$ cat src/pkg/dpwm_regs.svh
// Register offsets, field positions, reset values and timing counts
`ifndef DPWM_REGS_SVH
`define DPWM_REGS_SVH
`define DPWM_OFF_DUTY_LIMIT 4'h0
`define DPWM_OFF_COEF_BASE 4'h1
`define DPWM_OFF_VOUT 4'hC
`define DPWM_OFF_IOUT 4'hD
`define DPWM_OFF_TEMP 4'hE
`define DPWM_OFF_STATUS 4'hF
`define DPWM_NUM_COEF 11
`define DPWM_DCL_FF_BIT 8
`define DPWM_DCL_RESET 9'h0C0
`define DPWM_WINDOW_RESET 8'h10
`define DPWM_CLK_HZ 125000000
`define DPWM_SWITCH_HZ 500000
`define DPWM_SAMPLE_HZ 700
`define DPWM_SWITCH_CYCLES (`DPWM_CLK_HZ / `DPWM_SWITCH_HZ)
// Spacing of conversions, well inside the per-quantity rate floor
`define DPWM_SAMPLE_CYCLES 6000
`define DPWM_TEMP_REF 8'h40
`endif

$ cat src/pkg/dpwm_pkg.sv
// Types for the digital PWM loop and monitor
package dpwm_pkg;
   typedef enum logic [1:0] {
      DPWM_CH_VOUT = 2'b00,
      DPWM_CH_IOUT = 2'b01,
      DPWM_CH_TEMP = 2'b10
   } dpwm_chan_type;
   typedef enum logic [1:0] {
      DPWM_MODE_LINEAR = 2'b00,
      DPWM_MODE_LOW = 2'b01,
      DPWM_MODE_HIGH = 2'b10
   } dpwm_mode_type;
endpackage : dpwm_pkg

$ cat src/verilog/dpwm_core.sv
// Digital PWM control loop with compensation filter and monitoring
//
// Our own choices: the register offsets and the Avalon-MM register port.
`timescale 1ns/1ps
`include "dpwm_regs.svh"
module dpwm_core
(
   // Clock and reset
   input wire logic clk,
   input wire logic reset_n,
   // Avalon-MM slave
   input wire logic [3:0] avs_address,
   input wire logic avs_read,
   input wire logic avs_write,
   input wire logic [31:0] avs_writedata,
   output logic [31:0] avs_readdata,
   output logic avs_waitrequest,
   // Loop error and converter samples
   input wire logic [7:0] loop_error,
   input wire logic [7:0] adc_data,
   input wire logic adc_valid,
   output logic [1:0] adc_channel,
   output logic adc_start,
   // PWM output
   output logic pwm_out,
   output logic [7:0] duty_cycle,
   output logic cycle_start
);
   import dpwm_pkg::*;

   localparam int SW_CYC = `DPWM_SWITCH_CYCLES;
   localparam int SMP_CYC = `DPWM_SAMPLE_CYCLES;
   localparam int NCOEF = `DPWM_NUM_COEF;

   // Software-visible state
   logic [8:0] duty_limit_reg;
   logic [7:0] window_reg;
   logic [7:0] coef_reg [NCOEF];
   logic [7:0] output_voltage_reading;
   logic [7:0] output_current_reading;
   logic [7:0] temperature_reading;
   // Shadow copies used by the loop
   logic [8:0] act_limit_reg;
   logic [7:0] act_window_reg;
   logic [7:0] act_coef_reg [NCOEF];
   // Bus
   logic ack_reg;
   // Switching cycle
   logic [7:0] phase_reg;
   logic boundary;
   // Filter
   logic signed [23:0] x1_reg, x2_reg, x3_reg;
   logic signed [23:0] y1_reg, y2_reg, y3_reg;
   logic signed [23:0] y_next;
   logic [7:0] lin_duty;
   logic [7:0] duty_next;
   logic [7:0] duty_reg;
   dpwm_mode_type mode;
   // Monitor
   logic [19:0] smp_cnt_reg;
   dpwm_chan_type chan_reg;

   assign boundary = (phase_reg == 8'(SW_CYC - 1));

   // Bus access: one wait state, answer on the second edge
   always_ff @(posedge clk or negedge reset_n)
   begin
      if (!reset_n)
         ack_reg <= 1'b0;
      else
         ack_reg <= (avs_read || avs_write) && !ack_reg;
   end

   always_ff @(posedge clk or negedge reset_n)
   begin
      if (!reset_n)
         avs_waitrequest <= 1'b1;
      else
         avs_waitrequest <= !((avs_read || avs_write) && !ack_reg);
   end

   // Register writes
   always_ff @(posedge clk or negedge reset_n)
   begin
      if (!reset_n)
      begin
         duty_limit_reg <= `DPWM_DCL_RESET;
         window_reg <= `DPWM_WINDOW_RESET;
         for (int i = 0; i < NCOEF; i++)
            coef_reg[i] <= 8'h00;
      end
      else if (avs_write && !avs_waitrequest)
      begin
         if (avs_address == `DPWM_OFF_DUTY_LIMIT)
         begin
            duty_limit_reg <= avs_writedata[8:0];
            window_reg <= avs_writedata[23:16];
         end
         else if (avs_address >= `DPWM_OFF_COEF_BASE &&
                  avs_address < `DPWM_OFF_VOUT)
            coef_reg[avs_address - `DPWM_OFF_COEF_BASE] <=
               avs_writedata[7:0];
      end
   end

   // Register reads
   always_ff @(posedge clk or negedge reset_n)
   begin
      if (!reset_n)
         avs_readdata <= 32'h0000_0000;
      else if (avs_read && avs_waitrequest && !ack_reg)
      begin
         avs_readdata <= 32'h0000_0000;
         if (avs_address == `DPWM_OFF_DUTY_LIMIT)
            avs_readdata <= {8'h00, window_reg, 7'h00, duty_limit_reg};
         else if (avs_address >= `DPWM_OFF_COEF_BASE &&
                  avs_address < `DPWM_OFF_VOUT)
            avs_readdata <= {24'h000000,
               coef_reg[avs_address - `DPWM_OFF_COEF_BASE]};
         else if (avs_address == `DPWM_OFF_VOUT)
            avs_readdata <= {24'h000000, output_voltage_reading};
         else if (avs_address == `DPWM_OFF_IOUT)
            avs_readdata <= {24'h000000, output_current_reading};
         else if (avs_address == `DPWM_OFF_TEMP)
            avs_readdata <= {24'h000000, temperature_reading};
         else if (avs_address == `DPWM_OFF_STATUS)
            avs_readdata <= {22'h000000, mode, duty_reg};
      end
   end

   // Switching cycle counter
   always_ff @(posedge clk or negedge reset_n)
   begin
      if (!reset_n)
         phase_reg <= 8'h00;
      else if (boundary)
         phase_reg <= 8'h00;
      else
         phase_reg <= phase_reg + 8'h01;
   end

   // Shadow settings load at the cycle boundary
   always_ff @(posedge clk or negedge reset_n)
   begin
      if (!reset_n)
      begin
         act_limit_reg <= `DPWM_DCL_RESET;
         act_window_reg <= `DPWM_WINDOW_RESET;
         for (int i = 0; i < NCOEF; i++)
            act_coef_reg[i] <= 8'h00;
      end
      else if (boundary)
      begin
         act_limit_reg <= duty_limit_reg;
         act_window_reg <= window_reg;
         for (int i = 0; i < NCOEF; i++)
            act_coef_reg[i] <= coef_reg[i];
      end
   end

   // Third-order filter: C0..C3 numerator, B1..B3 feedback
   function automatic logic signed [23:0] num_term(
      input logic [7:0] hi,
      input logic [7:0] lo,
      input logic signed [23:0] x);
      logic signed [15:0] c;
      logic signed [39:0] p;
      c = $signed({hi, lo});
      p = 40'(c * x);
      return p[31:8];
   endfunction : num_term

   function automatic logic signed [23:0] den_term(
      input logic [7:0] b,
      input logic signed [23:0] y);
      logic signed [31:0] p;
      p = 32'($signed(b) * y);
      return 24'(p >>> 6);
   endfunction : den_term

   always_comb
   begin
      logic signed [23:0] x0;
      x0 = 24'($signed(loop_error));
      // Pole at z=1 (integrator) comes from the fixed unit y1 term when B1 equals B2 plus B3
      y_next = num_term(act_coef_reg[0], act_coef_reg[1], x0)
             + num_term(act_coef_reg[2], act_coef_reg[3], x1_reg)
             + num_term(act_coef_reg[4], act_coef_reg[5], x2_reg)
             + num_term(act_coef_reg[6], act_coef_reg[7], x3_reg)
             + y1_reg
             + den_term(act_coef_reg[8], y1_reg)
             - den_term(act_coef_reg[9], y2_reg)
             - den_term(act_coef_reg[10], y3_reg);
   end

   always_ff @(posedge clk or negedge reset_n)
   begin
      if (!reset_n)
      begin
         x1_reg <= 24'sh0;
         x2_reg <= 24'sh0;
         x3_reg <= 24'sh0;
         y1_reg <= 24'sh0;
         y2_reg <= 24'sh0;
         y3_reg <= 24'sh0;
      end
      else if (boundary)
      begin
         x1_reg <= 24'($signed(loop_error));
         x2_reg <= x1_reg;
         x3_reg <= x2_reg;
         // Anti-windup: hold the state inside duty range
         if (y_next < 24'sh0)
            y1_reg <= 24'sh0;
         else if (y_next > 24'($signed({1'b0, act_limit_reg[7:0], 8'h00})))
            y1_reg <= 24'($signed({1'b0, act_limit_reg[7:0], 8'h00}));
         else
            y1_reg <= y_next;
         y2_reg <= y1_reg;
         y3_reg <= y2_reg;
      end
   end

   // Window feedforward and clamp
   always_comb
   begin
      logic signed [8:0] err;
      err = 9'($signed(loop_error));
      lin_duty = y1_reg[15:8];
      if (y1_reg[23:16] != 8'h00)
         lin_duty = 8'hFF;
      mode = DPWM_MODE_LINEAR;
      if (act_limit_reg[`DPWM_DCL_FF_BIT])
      begin
         if (err > $signed({1'b0, act_window_reg}))
            mode = DPWM_MODE_HIGH;
         else if (err < -$signed({1'b0, act_window_reg}))
            mode = DPWM_MODE_LOW;
      end
      case (mode)
         DPWM_MODE_LOW: duty_next = 8'h00;
         DPWM_MODE_HIGH: duty_next = act_limit_reg[7:0];
         DPWM_MODE_LINEAR: duty_next = lin_duty;
         default: duty_next = 8'h00;
      endcase
      if (duty_next > act_limit_reg[7:0])
         duty_next = act_limit_reg[7:0];
   end

   always_ff @(posedge clk or negedge reset_n)
   begin
      if (!reset_n)
         duty_reg <= 8'h00;
      else if (boundary)
         duty_reg <= duty_next;
   end

   always_ff @(posedge clk or negedge reset_n)
   begin
      if (!reset_n)
      begin
         pwm_out <= 1'b0;
         duty_cycle <= 8'h00;
         cycle_start <= 1'b0;
      end
      else
      begin
         pwm_out <= (phase_reg < duty_reg);
         duty_cycle <= duty_reg;
         cycle_start <= boundary;
      end
   end

   // Monitor sequencer: voltage, current, temperature in turn
   always_ff @(posedge clk or negedge reset_n)
   begin
      if (!reset_n)
      begin
         smp_cnt_reg <= 20'h00000;
         chan_reg <= DPWM_CH_VOUT;
         adc_start <= 1'b0;
         adc_channel <= 2'b00;
      end
      else
      begin
         adc_start <= 1'b0;
         if (smp_cnt_reg == 20'(SMP_CYC - 1))
         begin
            smp_cnt_reg <= 20'h00000;
            adc_start <= 1'b1;
            adc_channel <= chan_reg;
            case (chan_reg)
               DPWM_CH_VOUT: chan_reg <= DPWM_CH_IOUT;
               DPWM_CH_IOUT: chan_reg <= DPWM_CH_TEMP;
               default: chan_reg <= DPWM_CH_VOUT;
            endcase
         end
         else
            smp_cnt_reg <= smp_cnt_reg + 20'h00001;
      end
   end

   // Result capture, current corrected by temperature
   always_ff @(posedge clk or negedge reset_n)
   begin
      logic [8:0] corr;
      if (!reset_n)
      begin
         output_voltage_reading <= 8'h00;
         output_current_reading <= 8'h00;
         temperature_reading <= 8'h00;
      end
      else if (adc_valid)
      begin
         corr = 9'h000;
         case (adc_channel)
            2'b00: output_voltage_reading <= adc_data;
            2'b01:
            begin
               // Copper resistance rises ~0.4%/K: scale reading down
               if (temperature_reading > `DPWM_TEMP_REF)
                  corr = 9'((adc_data >> 5) *
                     ((temperature_reading - `DPWM_TEMP_REF) >> 4));
               output_current_reading <= (corr[8] || corr[7:0] > adc_data)
                  ? 8'h00 : adc_data - corr[7:0];
            end
            2'b10: temperature_reading <= adc_data;
            default: corr = 9'h000;
         endcase
      end
   end
endmodule : dpwm_core

$ cat config.mk
export PLATFORM = sky130hd
export DESIGN_NAME = dpwm_core
export DESIGN_NICKNAME = d
export VERILOG_FILES = /design/src/pkg/dpwm_pkg.sv /design/src/verilog/dpwm_core.sv
export VERILOG_INCLUDE_DIRS = /design/src /design/src/pkg
export SDC_FILE = /design/constraint.sdc
export NUM_CORES = 2
export LEC_CHECK = 0
export BUFFER_PORTS_ARGS = -buffer_cell sky130_fd_sc_hd__buf_2
export CORE_MARGIN = 4
export CORE_UTILIZATION = 60
export DETAILED_ROUTE_END_ITERATION = 6
export HOLD_SLACK_MARGIN = 0.03
export PLACE_DENSITY = 0.84
export SYNTH_ARGS = -nofsm -noshare
export SYNTH_HDL_FRONTEND = slang
export SYNTH_SLANG_ARGS = --single-unit
$ cat constraint.sdc
create_clock -name clk -period 29.6 [get_ports clk]
set_input_delay 1.48 -clock clk [delete_from_list [all_inputs] [get_ports clk]]
set_output_delay 1.48 -clock clk [all_outputs]
set_load 0.01 [all_outputs]
### Word-level counts from Yosys, hierarchy flattened

Index checks and enable logic that the tools add are counted.

| word-level totals | value |
|---|---|
| output and inout bits | 46 |
| register bits | 415 |
| word-level logic and storage cells | 141 |

| operators by class | value |
|---|---|
| mux-type cells | 28 |
| multipliers | 8 |
| bitwise operators | 2 |
| reduce and logical (&&, ||, !) cells | 21 |
| add/sub/neg operators | 13 |
| equal/unequal tests | 10 |
| $lt $le $gt $ge | 12 |

Operator list:

| cell | count |
|---|---|
| $mul A16 B8 Y24 | 4 |
| $mul A8 B24 Y30 | 3 |
| $bwmux W88 | 1 |
| $add A24 B24 Y24 | 3 |
| $mux W24 | 3 |
| $mux W8 | 8 |
| $mux W10 | 5 |
| $sub A24 B24 Y24 | 2 |
| $bmux W8 S4 | 1 |
| $demux W8 S4 | 1 |
| $gt A24 B17 Y1 | 1 |
| $lt A24 B1 Y1 const B | 1 |
| $add A20 B1 Y20 const B | 1 |
| $eq A20 B13 Y1 const B | 1 |
| $mux W20 | 1 |
| $add A17 B16 Y18 | 1 |
| $mux W9 | 2 |
| $add A16 B16 Y17 | 1 |
| $eq A4 B4 Y1 const B | 4 |
| $gt A8 B8 Y1 | 2 |
| $pmux W8 S2 | 1 |
| $gt A8 B9 Y1 | 1 |
| $lt A8 B9 Y1 | 1 |
| $neg A8 Y9 | 1 |
| 27 further kinds | 44 |

### Logic depth before layout (Yosys ltp)

| logic depth | value |
|---|---|
| word-level depth | 11 |
| gate-level depth with buffers | 55 |
| mapped depth without buffers | 53 |

### Worst setup path after synthesis

OpenSTA, ideal clock, no wires.

| timing path | value |
|---|---|
| path kind | input-to-reg |
| start | input loop_error[7] |
| end | register y1_reg[14] |
| setup slack | 17.298 ns |
| arrival | 12.167 ns |
| required time | 29.465 ns |
| cell stages on the path | 45 |
| cells stage by stage | inv_1 > buf_1 > fa_1 > fa_1 > inv_1 > fa_1 > fa_1 > ha_1 > a21o_1 > a21oi_1 > nor2b_1 > nor2_1 > xor2_1 > fa_1 > inv_1 > ha_1 > a21o_1 > a21oi_1 > [... 9 more ...] > fa_1 > fa_1 > inv_1 > ha_1 > a21o_1 > a21o_1 > a21oi_1 > o21ai_0 > xnor2_1 > ha_1 > nand4_1 > or4_1 > o41ai_1 > nand4_1 > nor4_4 > buf_4 > mux2i_1 > o31ai_2 |

| between the ends | value |
|---|---|
| longest elaborated chain between the ends | 11 |
| elaborated cells between the ends (all ways) | 12 |
| classes of those cells | add/sub (7); mul (1); order compare (2); mux (2) |

RTL lines:

| element | line | source |
|---|---|---|
| from (decl) | dpwm_core.sv:19 | `input wire logic [7:0] loop_error,` |
| $mul A16 B8 Y24 (*) | dpwm_core.sv:169 | `p = 40'(c * x);` |
| $add A16 B16 Y17 (*) | dpwm_core.sv:187 | `+ num_term(act_coef_reg[2], act_coef_reg[3], x1_reg)` |
| $add A17 B16 Y18 (*) | dpwm_core.sv:188 | `+ num_term(act_coef_reg[4], act_coef_reg[5], x2_reg)` |
| $add A24 B24 Y24 (*) | dpwm_core.sv:189 | `+ num_term(act_coef_reg[6], act_coef_reg[7], x3_reg)` |
| $add A24 B24 Y24 (*) | dpwm_core.sv:190 | `+ y1_reg` |
| $add A24 B24 Y24 (*) | dpwm_core.sv:191 | `+ den_term(act_coef_reg[8], y1_reg)` |
| $sub A24 B24 Y24 (*) | dpwm_core.sv:192 | `- den_term(act_coef_reg[9], y2_reg)` |
| $sub A24 B24 Y24 (*) | dpwm_core.sv:193 | `- den_term(act_coef_reg[10], y3_reg);` |
| $gt A24 B17 Y1 | dpwm_core.sv:215 | `else if (y_next > 24'($signed({1'b0, act_limit_reg[7:0], 8'h00})))` |
| $mux W24 | dpwm_core.sv:215 |  |
| $mux W24 (*) | dpwm_core.sv:213 | `if (y_next < 24'sh0)` |
| to (signal assigned) | dpwm_core.sv:216 | `y1_reg <= 24'($signed({1'b0, act_limit_reg[7:0], 8'h00}));` |
| to (signal assigned) | dpwm_core.sv:218 | `y1_reg <= y_next;` |
| to (decl) | dpwm_core.sv:53 | `logic signed [23:0] y1_reg, y2_reg, y3_reg;` |

Every way passes the cells marked *; elsewhere a longest branch is shown, timed or not.
A chain may end at the register's enable or synchronous reset.

### Worst setup path in the final report

| timing path | value |
|---|---|
| start | input loop_error[7] |
| end | register y1_reg[8] |

Same word-level chain as after synthesis.

==> impl_metrics.ini <==
[status]
outcome = complete, no violations

[place]
port_buffers = 73
hpwlAfterDp_um = 106000
gp_congestion = 0.900
dpl_worst_slack_ns = 14.96

[critical_path]
slowest_delay_ns = 0.74
critPathMaxFanout = 16
start_kind = input port
cp.arrival_ns = 14.90
crit_type = input port to flip-flop
required_ns = 30.12
cp_common_cell = fa_1
r2r_cells = 46
cp-end-kind = flip-flop
slowest_stage = o41ai_1

[route]
vias = 41405
drtIter0Drc = 2937
drc_errors = 0
drtPass1Iterations = 6
detail-route-antenna-nets = 0
wl_per_cell_um = 18.9
via_per_inst = 5.71
wl_um = 137000

[grt]
grt-ovfl-total = 0
grt_pass1_wl_um = 227000
grt_start_max_net_pins = 168
grt_pass1_vias = 44246
antenna_found_initial = 11
track_usage = 0.287

[synth]
avgSynthCellArea_sq_um = 9.33
syn-cell-area_sq_um = 56200
ys.flop_type = dfrtp_1
synth_seq_area_share = 0.177
synth_edf_count = 0
synthArstFlopShare = 1.00
synth_cells = 6019
yosys_warnings = 0
synth-seq-cells = 398
synth_cell_type_count = 93

[floorplan]
start_util = 0.609
die_x_um = 314
std_cell_rows = 111
fp.coreArea_sq_um = 92200
dieArea_sq_um = 98600
fp.dieH_um = 314
io_pins = 103

[layout]
layout_commonest_cell = inv_1
utilization = 0.641
drive_above_1_share = 0.0636
nNetsFinal = 7391
layout_common_cells = 1147 x inv_1, 892 x fa_1, 833 x nand2_1, 660 x and2_1, 471 x ha_1
syn_to_final_growth_pct = 5.14

[cts]
cts_resized = 0
h-tree-depth = 2
cts_tree = built
postCtsSetupBuffers = 0
root_buffer = clkbuf_16
cts.path.max_buffers = 3
cts_hold_buf = 0
clk_latency_ns = 0.62
cts-buffers-inserted = 46
cts_sinks = 398
clkTransAtPathRegs_ns = 0.06

[sta]
slew_viol_final = 0
finalHoldViolCount = 0
tns_ns = 0
whs_ns = 0.439
grt_setup_unrepaired = false
finClkSkew_ns = 0.0314
setup_slack_ns = 15.23
tightest_slew_ns = 1.24
fin_crit_sh = 0.486
setup_viol_count_final = 0
fin_crit_ns = 14.38
slew_headroom = 0.174
clock.fmax_ghz = 0.0696

[min_path]
worstHoldPathCells = 0
hold_path_class = flip-flop to flip-flop

[pwr]
ir_drop_v = 0.0000498
power.density_nw_per_um2 = 23.7
p_leak_nw = 29.7

[run]
max_cap_viol_count = 0
-- cell type report --
cell class                      instances  area (sq um)
Timing Repair Buffer                  104           621
Antenna cell                            1          2.50
Clock buffer                           63          1320
Multi-Input combinational cell       4272         41100
Fill cell                            7026         33100
Sequential cell                       398          9970
Clock inverter                         23           234
Tap cell                             1243          1560
Inverter                             1149          4320
-- metrics by stage --
stage | total power [mW] | area (sq um) | std cells
2_1_floorplan | 0.740 | 56200 | 6032
3_5_place_dp | 0.813 | 57500 | 7166
3_3_place_gp | 0.804 | 57500 | 7166
5_1_grt | 1.44 | 59100 | 7253
4_1_cts | 1.40 | 59100 | 7252
6_report | 1.40 | 59100 | 7253
-- path summary, 6_finish.rpt --
check / startpoint / end / slack, ns
worst max register to register: x2_reg[7] / y1_reg[8] / 15.45
max in group asynchronous: reset_n / x2_reg[7] / 26.27
worst min register to register: duty_reg[2] / duty_cycle[2] / 0.44
min in group asynchronous: reset_n / smp_cnt_reg[0] / 0.90
worst min-delay path: duty_reg[2] / duty_cycle[2] / 0.44
worst max-delay path: loop_error[7] / y1_reg[8] / 15.23
-- where the power goes --
| group | internal, mW | switching (mW) |
|---|---|---|
| Sequential | 0.581 | 0.0339 |
| Combinational | 0.0840 | 0.113 |
| Clock | 0.326 | 0.263 |
-- synthesized netlist by cell type, drive strengths merged, types with 3 or more instances --
cell type	count	share of area
nor2	200	0.013
o22ai	19	0.0030
nor4b	3	0.00073
dfstp	7	0.0033
nor3b	3	0.00040
a21oi	137	0.012
nor2b	34	0.0038
nand2	833	0.056
o32ai	7	0.0011
a211oi	8	0.0012
ha	471	0.10
inv	1148	0.077
nand3b	5	0.00067
mux2	131	0.026
and2	661	0.074
a31o	3	0.00047
xnor2	147	0.023
and3	32	0.0036
a21o	48	0.0064
dfrtp	391	0.17
nand4b	5	0.00078
nand2b	96	0.011
nor4	8	0.0012
o211ai	7	0.0010
clkbuf	187	0.013
o31ai	18	0.0027
fa	892	0.32
buf	26	0.0033
mux2i	14	0.0025
o41ai	5	0.00091
or3	12	0.0013
mux4	16	0.0064
a211o	3	0.00047
nor3	37	0.0033
o21bai	12	0.0016
a31oi	18	0.0024
o21ai	135	0.012
o21a	34	0.0046
nand4	16	0.0018
nand3	39	0.0035
o221ai	11	0.0020
a21boi	4	0.00053
a22o	23	0.0036
or2	8	0.00089
xor2	76	0.012
-- logic make-up after synthesis --
group           count (synthesis)  synth area share
fa+ha+maj                    1363             0.423
compound gates                511            0.0600
buf+inv                      1362            0.0927
simple gates                 1998             0.176
xor+xnor                      225            0.0357
flops                         398             0.177
other cells                     1         0.0000667
mux                           161            0.0352
-- per-layer routing --
layer,GRT usage,wire (um),part of all wire
met1,0.377,53500,0.39
met2,0.473,65100,0.47
met3,0.0538,12000,0.088
met4,0.118,6370,0.046
met5,0,27,0.00020
-- worst max-delay path: cells and delay by family --
family | cells | cell delay (ns)
AOI/OAI and AO/OA | 14 | 3.52
xor gates and xnor gates | 3 | 1.02
muxes | 1 | 0.37
buffers and inverters | 6 | 1.18
and+or+nand+nor | 8 | 1.97
adders and majority gates | 12 | 5.30
No activity file was read; power rests on OpenSTA's default activity.
